==> src/logic/watchdog_config_map.vh <==
// register offsets, field positions and reset values of the watchdog configuration block
`ifndef WATCHDOG_CONFIG_MAP_VH
`define WATCHDOG_CONFIG_MAP_VH

`define WDC_ADDR_W 24
`define WDC_OFS_MODE_PERIOD 24'h300004
`define WDC_OFS_CLOCK_WINDOW 24'h300005
`define WDC_OFS_RUNTIME_CONTROL 24'h300010
`define WDC_OFS_STATUS 24'h300011
`define WDC_OFS_CLEAR 24'h300012

`define WDC_MODE_HI 6
`define WDC_MODE_LO 5
`define WDC_PERIOD_HI 4
`define WDC_PERIOD_LO 0
`define WDC_CLKSRC_HI 5
`define WDC_CLKSRC_LO 3
`define WDC_WINDOW_HI 2
`define WDC_WINDOW_LO 0

`define WDC_MODE_ALWAYS 2'h3
`define WDC_MODE_AWAKE 2'h2
`define WDC_MODE_SOFTWARE 2'h1
`define WDC_MODE_OFF 2'h0

`define WDC_PERIOD_SOFT 5'h1f
`define WDC_PERIOD_SOFT_LOAD 5'h0b
`define WDC_PERIOD_MAX 5'h12
`define WDC_PRESCALE_BASE 5'h05
`define WDC_CLKSRC_SOFT 3'h7

`define WDC_RESET_MODE_PERIOD 8'h7f
`define WDC_RESET_CLOCK_WINDOW 8'h3f

// runtime control byte: bit 0 run enable, bits 5:1 runtime period
`define WDC_CTL_SEN 0
`define WDC_CTL_PER_HI 5
`define WDC_CTL_PER_LO 1
// status byte: bit 0 timeout, bit 1 running, bit 2 software clock select
`define WDC_STS_TIMEOUT 0
`define WDC_STS_RUNNING 1
`define WDC_STS_SOFTCLK 2

`define WDC_COUNT_W 28

`endif

==> src/logic/watchdog_prescale_count.v <==
// prescaled watchdog counter with timeout pulse
`timescale 1ns/1ps
`include "watchdog_config_map.vh"

module watchdog_prescale_count (
  input wire clk_sys_i,
  input wire rst_i,
  input wire run_i,
  input wire clear_i,
  input wire tick_i,
  input wire [4:0] period_i,
  output reg expire_o
);

  reg [`WDC_COUNT_W-1:0] count;
  reg [4:0] shift;
  wire [`WDC_COUNT_W-1:0] limit;

  // codes above the top step fall back to 1:32
  always @*
  begin
    if (period_i > `WDC_PERIOD_MAX)
      shift = `WDC_PRESCALE_BASE;
    else
      shift = period_i + `WDC_PRESCALE_BASE;
  end

  assign limit = {{(`WDC_COUNT_W-1){1'b0}}, 1'b1} << shift;

  always @(posedge clk_sys_i or posedge rst_i)
  begin
    if (rst_i)
    begin
      count <= {`WDC_COUNT_W{1'b0}};
      expire_o <= 1'b0;
    end
    else
    begin
      expire_o <= 1'b0;
      if (clear_i || !run_i)
        count <= {`WDC_COUNT_W{1'b0}};
      else if (tick_i)
      begin
        if (count + 1'b1 >= limit)
        begin
          count <= {`WDC_COUNT_W{1'b0}};
          expire_o <= 1'b1;
        end
        else
          count <= count + 1'b1;
      end
    end
  end

endmodule // watchdog_prescale_count

==> src/logic/watchdog_config_decode.v <==
// watchdog configuration decode, runtime control and timeout
// Summary of operation
// - mode 11: watchdog runs awake and asleep, run enable ignored
// - mode 10: runs awake, count cleared during sleep, run enable ignored
// - mode 01: watchdog follows the software run enable bit
// - mode 00: watchdog always disabled
// - period code 11111 loads runtime period 01011, software may change it
// - prescale is 2^(code+5), codes 10011..11110 give 1:32
// - byte six: clock source bits 5:3, window bits 2:0, erase ones
// - byte five at 0x300004: mode bits 6:5, period bits 4:0
// - clock source unused when off; code 111 gives software clock choice
//
// Design decision made here: the address-and-strobe port.
`timescale 1ns/1ps
`include "watchdog_config_map.vh"

module watchdog_config_decode (
  input wire clk_sys_i,
  input wire rst_i,
  input wire [`WDC_ADDR_W-1:0] addr_i,
  input wire [7:0] wdata_i,
  input wire wr_i,
  input wire rd_i,
  input wire sleep_i,
  input wire dog_clk_i,
  output reg [7:0] rdata_o,
  output reg timeout_o,
  output reg running_o,
  output reg soft_clock_select_o,
  output reg [1:0] dog_operating_mode_o,
  output reg [4:0] dog_runtime_period_o,
  output reg [2:0] dog_window_code_o
);

  // ----------------------------------------------------------------
  // storage
  // ----------------------------------------------------------------
  reg [7:0] config_byte_five;
  reg [7:0] config_byte_six;
  reg software_run_enable;
  reg [4:0] dog_runtime_period;
  reg timeout_flag;
  reg sleep_s1;
  reg sleep_s2;
  reg clk_s1;
  reg clk_s2;
  reg clk_s3;
  reg next_run;
  wire [1:0] dog_operating_mode;
  wire [4:0] dog_period_code;
  wire [2:0] dog_clock_source_code;
  wire [2:0] dog_window_code;
  wire dog_tick;
  wire expire;
  wire soft_clock;
  wire clear_pulse;
  wire hit_mode_period;
  wire hit_clock_window;
  wire hit_runtime_control;
  wire hit_status;
  wire hit_clear;
  wire write_five;
  wire write_six;
  wire write_control;
  wire write_status;
  wire soft_period;
  wire [7:0] control_byte;
  wire [7:0] status_byte;
  reg [7:0] next_rdata;

  assign dog_operating_mode = config_byte_five[`WDC_MODE_HI:`WDC_MODE_LO];
  assign dog_period_code = config_byte_five[`WDC_PERIOD_HI:`WDC_PERIOD_LO];
  assign dog_clock_source_code = config_byte_six[`WDC_CLKSRC_HI:`WDC_CLKSRC_LO];
  assign dog_window_code = config_byte_six[`WDC_WINDOW_HI:`WDC_WINDOW_LO];
  assign soft_clock = (dog_operating_mode != `WDC_MODE_OFF) &&
    (dog_clock_source_code == `WDC_CLKSRC_SOFT);
  assign clear_pulse = wr_i && hit_clear;

  // ----------------------------------------------------------------
  // address decode
  // ----------------------------------------------------------------
  assign hit_mode_period = (addr_i == `WDC_OFS_MODE_PERIOD);
  assign hit_clock_window = (addr_i == `WDC_OFS_CLOCK_WINDOW);
  assign hit_runtime_control = (addr_i == `WDC_OFS_RUNTIME_CONTROL);
  assign hit_status = (addr_i == `WDC_OFS_STATUS);
  assign hit_clear = (addr_i == `WDC_OFS_CLEAR);
  assign write_five = wr_i && hit_mode_period;
  assign write_six = wr_i && hit_clock_window;
  assign write_control = wr_i && hit_runtime_control;
  assign write_status = wr_i && hit_status;
  // runtime period open to software only under the soft code
  assign soft_period = (dog_period_code == `WDC_PERIOD_SOFT);
  assign control_byte = {2'h0, dog_runtime_period, software_run_enable};
  assign status_byte = {5'h00, soft_clock, next_run, timeout_flag};

  // ----------------------------------------------------------------
  // input synchronisers
  // ----------------------------------------------------------------
  // sleep level, two flops
  always @(posedge clk_sys_i or posedge rst_i)
  begin
    if (rst_i)
    begin
      sleep_s1 <= 1'b0;
      sleep_s2 <= 1'b0;
    end
    else
    begin
      sleep_s1 <= sleep_i;
      sleep_s2 <= sleep_s1;
    end
  end

  // input clock, two flops and a third for the edge
  always @(posedge clk_sys_i or posedge rst_i)
  begin
    if (rst_i)
    begin
      clk_s1 <= 1'b0;
      clk_s2 <= 1'b0;
      clk_s3 <= 1'b0;
    end
    else
    begin
      clk_s1 <= dog_clk_i;
      clk_s2 <= clk_s1;
      clk_s3 <= clk_s2;
    end
  end

  // ----------------------------------------------------------------
  // input clock edge
  // ----------------------------------------------------------------
  // flops reset low like the idle pin, so no false edge after reset
  assign dog_tick = clk_s2 && !clk_s3;

  // ----------------------------------------------------------------
  // operating mode decode
  // ----------------------------------------------------------------
  always @*
  begin
    case (dog_operating_mode)
      `WDC_MODE_ALWAYS: next_run = 1'b1;
      `WDC_MODE_AWAKE: next_run = !sleep_s2;
      `WDC_MODE_SOFTWARE: next_run = software_run_enable;
      `WDC_MODE_OFF: next_run = 1'b0;
      default: next_run = 1'b0;
    endcase
  end

  // ----------------------------------------------------------------
  // register writes
  // ----------------------------------------------------------------
  // byte five: mode and period code, bit 7 reads zero
  always @(posedge clk_sys_i or posedge rst_i)
  begin
    if (rst_i)
      config_byte_five <= `WDC_RESET_MODE_PERIOD;
    else if (write_five)
      config_byte_five <= {1'b0, wdata_i[6:0]};
  end

  // byte six: clock source and window, bits 7:6 read zero
  always @(posedge clk_sys_i or posedge rst_i)
  begin
    if (rst_i)
      config_byte_six <= `WDC_RESET_CLOCK_WINDOW;
    else if (write_six)
      config_byte_six <= {2'h0, wdata_i[5:0]};
  end

  // software run enable, only heard in mode 01
  always @(posedge clk_sys_i or posedge rst_i)
  begin
    if (rst_i)
      software_run_enable <= 1'b0;
    else if (write_control)
      software_run_enable <= wdata_i[`WDC_CTL_SEN];
  end

  // runtime period: reset byte five holds the soft code, so load 01011
  always @(posedge clk_sys_i or posedge rst_i)
  begin
    if (rst_i)
      dog_runtime_period <= `WDC_PERIOD_SOFT_LOAD;
    else if (write_five)
    begin
      if (wdata_i[`WDC_PERIOD_HI:`WDC_PERIOD_LO] == `WDC_PERIOD_SOFT)
        dog_runtime_period <= `WDC_PERIOD_SOFT_LOAD;
      else
        dog_runtime_period <= wdata_i[`WDC_PERIOD_HI:`WDC_PERIOD_LO];
    end
    else if (write_control && soft_period)
      dog_runtime_period <= wdata_i[`WDC_CTL_PER_HI:`WDC_CTL_PER_LO];
  end

  // ----------------------------------------------------------------
  // counter
  // ----------------------------------------------------------------
  watchdog_prescale_count u_count (
    .clk_sys_i(clk_sys_i),
    .rst_i(rst_i),
    .run_i(next_run),
    .clear_i(clear_pulse),
    .tick_i(dog_tick),
    .period_i(dog_runtime_period),
    .expire_o(expire)
  );

  // ----------------------------------------------------------------
  // timeout flag
  // ----------------------------------------------------------------
  // expiry wins over a same-cycle clear
  always @(posedge clk_sys_i or posedge rst_i)
  begin
    if (rst_i)
      timeout_flag <= 1'b0;
    else if (expire)
      timeout_flag <= 1'b1;
    else if (write_status && wdata_i[`WDC_STS_TIMEOUT])
      timeout_flag <= 1'b0;
  end

  // ----------------------------------------------------------------
  // read port
  // ----------------------------------------------------------------
  // unmapped addresses and idle cycles read zero
  always @*
  begin
    next_rdata = 8'h00;
    if (rd_i)
    begin
      case (addr_i)
        `WDC_OFS_MODE_PERIOD: next_rdata = config_byte_five;
        `WDC_OFS_CLOCK_WINDOW: next_rdata = config_byte_six;
        `WDC_OFS_RUNTIME_CONTROL: next_rdata = control_byte;
        `WDC_OFS_STATUS: next_rdata = status_byte;
        default: next_rdata = 8'h00;
      endcase
    end
  end

  // read data stand for one cycle, zero otherwise
  always @(posedge clk_sys_i or posedge rst_i)
  begin
    if (rst_i)
      rdata_o <= 8'h00;
    else
      rdata_o <= next_rdata;
  end

  // ----------------------------------------------------------------
  // status outputs
  // ----------------------------------------------------------------
  // sticky until software writes a one to bit 0 of the status byte
  always @(posedge clk_sys_i or posedge rst_i)
  begin
    if (rst_i)
      timeout_o <= 1'b0;
    else
      timeout_o <= timeout_flag;
  end

  // follows the mode decode one cycle late
  always @(posedge clk_sys_i or posedge rst_i)
  begin
    if (rst_i)
      running_o <= 1'b0;
    else
      running_o <= next_run;
  end

  always @(posedge clk_sys_i or posedge rst_i)
  begin
    if (rst_i)
      soft_clock_select_o <= 1'b0;
    else
      soft_clock_select_o <= soft_clock;
  end

  // ----------------------------------------------------------------
  // configuration outputs
  // ----------------------------------------------------------------
  // field copies for the clock and window users outside
  always @(posedge clk_sys_i or posedge rst_i)
  begin
    if (rst_i)
      dog_operating_mode_o <= 2'h0;
    else
      dog_operating_mode_o <= dog_operating_mode;
  end

  always @(posedge clk_sys_i or posedge rst_i)
  begin
    if (rst_i)
      dog_runtime_period_o <= 5'h00;
    else
      dog_runtime_period_o <= dog_runtime_period;
  end

  always @(posedge clk_sys_i or posedge rst_i)
  begin
    if (rst_i)
      dog_window_code_o <= 3'h0;
    else
      dog_window_code_o <= dog_window_code;
  end

endmodule // watchdog_config_decode

==> config.mk <==
export PLATFORM = sky130hd
export DESIGN_NAME = watchdog_config_decode
export DESIGN_NICKNAME = d
export VERILOG_FILES = /design/src/logic/watchdog_prescale_count.v /design/src/logic/watchdog_config_decode.v
export VERILOG_INCLUDE_DIRS = /design/src /design/src/logic
export SDC_FILE = /design/constraint.sdc
export NUM_CORES = 1
export LEC_CHECK = 0
export BUFFER_PORTS_ARGS = -buffer_cell sky130_fd_sc_hd__buf_4
export CAP_MARGIN = 40
export CORE_MARGIN = 8
export CORE_UTILIZATION = 58
export DETAILED_ROUTE_END_ITERATION = 8
export PLACE_DENSITY = 0.8
export SYNTH_ARGS = -nofsm -noshare
export SYNTH_HDL_FRONTEND = slang
export SYNTH_SLANG_ARGS = --single-unit
==> constraint.sdc <==
create_clock -name clk_sys_i -period 5.6 [get_ports clk_sys_i]
set_clock_uncertainty 0.15 [all_clocks]
set_input_delay 1.12 -clock clk_sys_i [delete_from_list [all_inputs] [get_ports clk_sys_i]]
set_output_delay 1.12 -clock clk_sys_i [all_outputs]
set_load 0.02 [all_outputs]
Yosys cells after proc, flatten, opt, wreduce, memory -nomap -nowiden
Cells that the tools add are included.
Widths: inputs -> output; s select.

operators by class
  bitwise gates (word level) = 0
  $add $sub $neg = 2
  reduce and logical (&&, ||, !) cells = 18
  magnitude comparators = 2
  mux-type cells = 15
  divide/modulo/power cells = 0
  shift operators = 1
  multiply operators = 0
  equality and inequality tests = 11

operators by type and width
  kind                   number
  $eq 24x22->1 const B   5
  $mux 28                3
  $add 28x1->28 const B  1
  $ge 28x28->1           1
  $pmux 7 s4             1
  $shl 1x5->28 const A   1
  $mux 5                 4
  $eq 5x5->1 const B     2
  $logic_and 1x1->1      9
  $reduce_bool 2->1      4
  $mux 7                 1
  $add 5x3->5 const B    1
  $gt 5x5->1 const B     1
  $mux 1                 5
  $eq 2x2->1 const B     2
  $pmux 1 s4             1
  $eq 3x3->1 const B     1
  $logic_not 1->1        3
  $eq 2x1->1 const B     1
  $logic_not 2->1        1
  $logic_or 1x1->1       1

word-level totals
  bits in writable memories = 0
  flip-flop bits (word level) = 75
  memories kept = 0
  input bits = 38
  bits in latches = 0
  word-level logic and storage cells = 68
  ROM bits = 0
  output and inout bits = 21

Longest topological paths before layout
  word-level depth = 7
  gate-level depth with buffers = 17
  depth with buffers taken out = 15

By module
From an unflattened synthesis, not the netlist that was laid out.

unflattened totals
  cell total of the unflattened synthesis = 421
  area, all modules = 4350.4 sq um

modules (own cells, without submodules)
  module                   area each (sq um)  times used  seq. area each (sq um)  cells an instance
  watchdog_prescale_count  2454.9             1           725.7                   270
  watchdog_config_decode   1895.6             1           1146.1                  151

Least setup slack after synthesis
OpenSTA, ideal clock, no wires.

  path kind = register to register
  from = register u_count.count[11]
  to = register u_count.count[10]
  data arrival time = 3395 ps
  path buffers = 2
  library setup time = 121 ps
  period minus slack after synthesis = 3666 ps
  cell stages (with the launch flop) = 14
  path slack = 1934 ps
  required time = 5329 ps
  path through = dfrtp_1 > buf_2 > nand4_1 > or4_1 > or2_1 > and2_1 > or2_1 > ha_1 > nand4_1 > nor4_1 > or4b_4 > and3_4 > buf_6 > a22o_1

on the way
  cells in the longest elaborated chain, start to end = 5

ends and longest elaborated chain
  element                   RTL line                      RTL
  start: declaration        watchdog_prescale_count.v:15  reg [`WDC_COUNT_W-1:0] count;
  start signal: assignment  watchdog_prescale_count.v:34  count <= {`WDC_COUNT_W{1'b0}};
  start signal: assignment  watchdog_prescale_count.v:41  count <= {`WDC_COUNT_W{1'b0}};
  start signal: assignment  watchdog_prescale_count.v:46  count <= {`WDC_COUNT_W{1'b0}};
  $add 28x1->28             watchdog_prescale_count.v:44  if (count + 1'b1 >= limit)
  $ge 28x28->1              watchdog_prescale_count.v:44
  $mux 28                   watchdog_prescale_count.v:44
  $mux 28                   watchdog_prescale_count.v:42  else if (tick_i)
  $mux 28                   watchdog_prescale_count.v:40  if (clear_i || !run_i)

No other way between the ends. The select of a mux whose other input is x is not followed.
A chain may end at the register's enable or synchronous reset.

Worst setup path in the final report
Ends and elaborated chain as after synthesis.

==> results.cfg <==
[status]
run_status = finished clean

[global_route]
globalRouteOverflowTotal = 0
antenna_found_initial = 0
grt_pass1_wl_um = 16600
first_global_vias = 3435
grt_use_total_pct = 19.9
grt_max_degree = 50

[timing]
finalWorstSetupSlack_ns = 1.29
rsz0062_at_grt = no
fin_crit_sh_pct = 76.9
hold_viol = 0
max_slew_margin_pct = 50.3
fmaxAchievable_mhz = 232
worst_pin_slew_ns = 0.739
hold_slack_ns = 0.203
slew_violations = 0
fin_crit_ns = 4.31
setup_viol = 0
tns_ns = 0

[detailed_routing]
wl_per_cell_um = 16.4
via_count = 3569
finalWirelength_um = 9910
drc = 0
drtIter0Drc = 183
via_per_inst = 5.92
antenna_left = 0
dr.pass1.iters = 5

[power]
p_leak_nw = 2.39
sw_frac_of_total_pct = 22.9
ir_worst_vdd_v = 0.000116
intPower_mw = 0.779
switchingPower_mw = 0.232
pwr-share-clk_pct = 42.7
finalPower_mw = 1.01
pwr-share-seq_pct = 53.1
p_per_area_nw_per_um2 = 200
comb_power_share_pct = 4.2

[place]
port_buffers = 56
place_ws_ns = 1.35
dp_hpwl_um = 7330
dpl-instance-area_um2 = 4860
gp_congestion = 0.843
placed_cells = 587

[logic_synthesis]
yosys_most_used_dff = dfrtp_1
synth.mux.area_fraction_pct = 6.47
syn_inst = 449
ys_seq_elements = 74
synth_nets = 518
async_reset_ff_share_pct = 100
synth-simple-area-share_pct = 21.6
avgSynthCellArea_um2 = 9.78
yosysWarnings = 0
synth_top_family_by_area = simple AND/OR/NAND/NOR gates
synth_area_um2 = 4390
ys_seq_area_share_pct = 42.6
synth.distinct_cells = 56
synth_compound_area_share_pct = 11.7
synthAdderAreaFrac_pct = 8.83
synth_xor_area_share_pct = 5.18
synth-edff-count = 0

[clock_network]
cts_hold_buf = 0
postCtsSetupRepairBufs = 0
clock_sinks = 74
cts_resized = 0
cts_htree_levels = 3
insertion_delay_ns = 0.35
root_buffer = clkbuf_8
clkTransAtPathRegs_ns = 0.08
cts_buffers = 9
cts_tree = yes
cts_max_path_buffers = 2

[critical_path]
r2r-end = u_count.count[10]$_DFFE_PP0P_
regToRegSetupSlack_ns = 1.29
startpoint_type = flop
critPathKind = flop to flop
cp.required_ns = 5.73
cp_slowest_cell = or4_1
max_stage_delay_ns = 0.60
cpMostUsedCell = or2_1
r2r_cells = 12
crit_chain = nand4_1 -> or4_1 -> or2_1 -> and2_1 -> or2_1 -> ha_1 -> a21oi_1 -> o21ai_0 -> a222oi_1 -> and3_1 -> and3_4 -> a22o_1
timing.rr.start = u_count.count[11]$_DFFE_PP0P_
critical_path_peak_fanout = 21
crit_path_end_kind = flop
arrival_ns = 4.44

[finish]
area_growth_pct = 15.4
final_cells = 603
nFillCells = 577
fin_area_um2 = 5070
antenna_cells = 0
final_util_pct = 69.5
drive_gt1_share_pct = 21.4
fin_nets = 568
final_cell_mix = buf_4 (60), nand2_1 (59), dfrtp_1 (58)
final_common_cell = buf_4

[worst_hold_path]
worst_hold_startpoint = clk_s1$_DFF_PP0_
hold_class = flop to flop
whs_path_depth = 0
min_to = clk_s2$_DFF_PP0_

[floorplan]
die_w_um = 103
initial_core_util_pct = 60.2
rows = 31
coreArea_um2 = 7290
die_h_um = 103
num_io_pins = 59
die-area_um2 = 10600

[flow_run]
maxCapViolations = 0
==> worst max path at each step <==
stage / from / end / slack, ns / cells past startpoint
after global placement: dog_runtime_period[1]$_DFFE_PP1P_ / u_count.count[5]$_DFFE_PP0P_ / 1.44 / 13
after CTS: u_count.count[11]$_DFFE_PP0P_ / u_count.count[6]$_DFFE_PP0P_ / 1.32 / 12
final: u_count.count[11]$_DFFE_PP0P_ / u_count.count[10]$_DFFE_PP0P_ / 1.29 / 12
after floorplan: u_count.count[11]$_DFFE_PP0P_ / u_count.count[10]$_DFFE_PP0P_ / 1.93 / 13
after global routing: dog_runtime_period[1]$_DFFE_PP1P_ / u_count.count[8]$_DFFE_PP0P_ / 1.07 / 14
after detailed placement: u_count.count[11]$_DFFE_PP0P_ / u_count.count[15]$_DFFE_PP0P_ / 1.35 / 12
==> synthesized netlist by cell type, types with 4 or more instances <==
| library cell | number | share of area [%] |
|---|---|---|
| nand2_1 | 59 | 5.0 |
| dfrtp_1 | 58 | 33 |
| nor2_1 | 33 | 2.8 |
| ha_1 | 31 | 8.8 |
| a22o_1 | 21 | 4.2 |
| a21oi_1 | 20 | 2.3 |
| nand4_1 | 18 | 2.6 |
| nand3_1 | 17 | 1.9 |
| dfstp_2 | 16 | 9.6 |
| xnor2_1 | 16 | 3.2 |
| mux2_1 | 13 | 3.3 |
| clkbuf_1 | 10 | 0.85 |
| inv_1 | 10 | 0.85 |
| xor2_1 | 10 | 2.0 |
| o21ai_1 | 9 | 1.0 |
| o21ai_0 | 8 | 0.91 |
| and3_1 | 7 | 1.0 |
| mux2i_1 | 7 | 1.6 |
| nor4_1 | 7 | 1.0 |
| buf_2 | 6 | 0.68 |
| mux2_2 | 6 | 1.5 |
| nor3_1 | 6 | 0.68 |
| nor2b_1 | 5 | 0.71 |
| a22oi_1 | 4 | 0.68 |
| nand2b_1 | 4 | 0.57 |
==> power groups by stage <==
stage	Sequential [mW]	Combinational (mW)	Clock, mW
detailed placement	0.547	0.0435	0
finish	0.537	0.0427	0.432
global placement	0.547	0.0426	0
global route	0.537	0.0476	0.465
CTS	0.537	0.0436	0.439
floorplan	0.547	0.0171	0
==> kinds of logic (layout without fill, tap and decap cells) <==
logic type | Yosys count | after routing
AOI/OAI and AO/OA | 76 | 76
DFF | 74 | 74
adders and majority gates | 31 | 31
muxes | 26 | 26
other | 1 | 1
xor gates and xnor gates | 26 | 26
and+or+nand+nor | 184 | 184
buffers and inverters | 31 | 86
==> routing by layer <==
| metal | GRT usage, % | up-vias | part of all wire, % |
|---|---|---|---|
| li1 | - | 1718 | - |
| met1 | 26.3 | 1766 | 46 |
| met2 | 32.7 | 70 | 48 |
| met3 | 3.04 | 15 | 4.1 |
| met4 | 6.56 | 0 | 1.4 |
| met5 | 0 | - | 0 |
==> worst max-delay path: cells and delay by family, from the launching register on <==
family,cells,cell delay [ns]
simple gates,7,2.54
compound gates,4,0.72
fa+ha+maj,1,0.33
flops,1,0.49
==> area by class of cell <==
cell class	instances	area [um^2]	area share, %
Multi-Input combinational cell	344	2370	46.8
Clock buffer	10	138	2.72
Tap cell	99	124	2.44
Sequential cell	74	1870	36.9
Timing Repair Buffer	60	450	8.89
Clock inverter	6	72.6	1.43
Inverter	10	37.5	0.741
==> flip-flops by register name, indices dropped and copies added, names as in the netlist, 2 cells and up <==
name	count
rdata_o	7
dog_window_code_o	3
dog_runtime_period_o	5
config_byte_five	7
dog_operating_mode_o	2
u_count.count	28
config_byte_six	6
dog_runtime_period	5
Note: power is estimated with default switching activity, not from simulation.
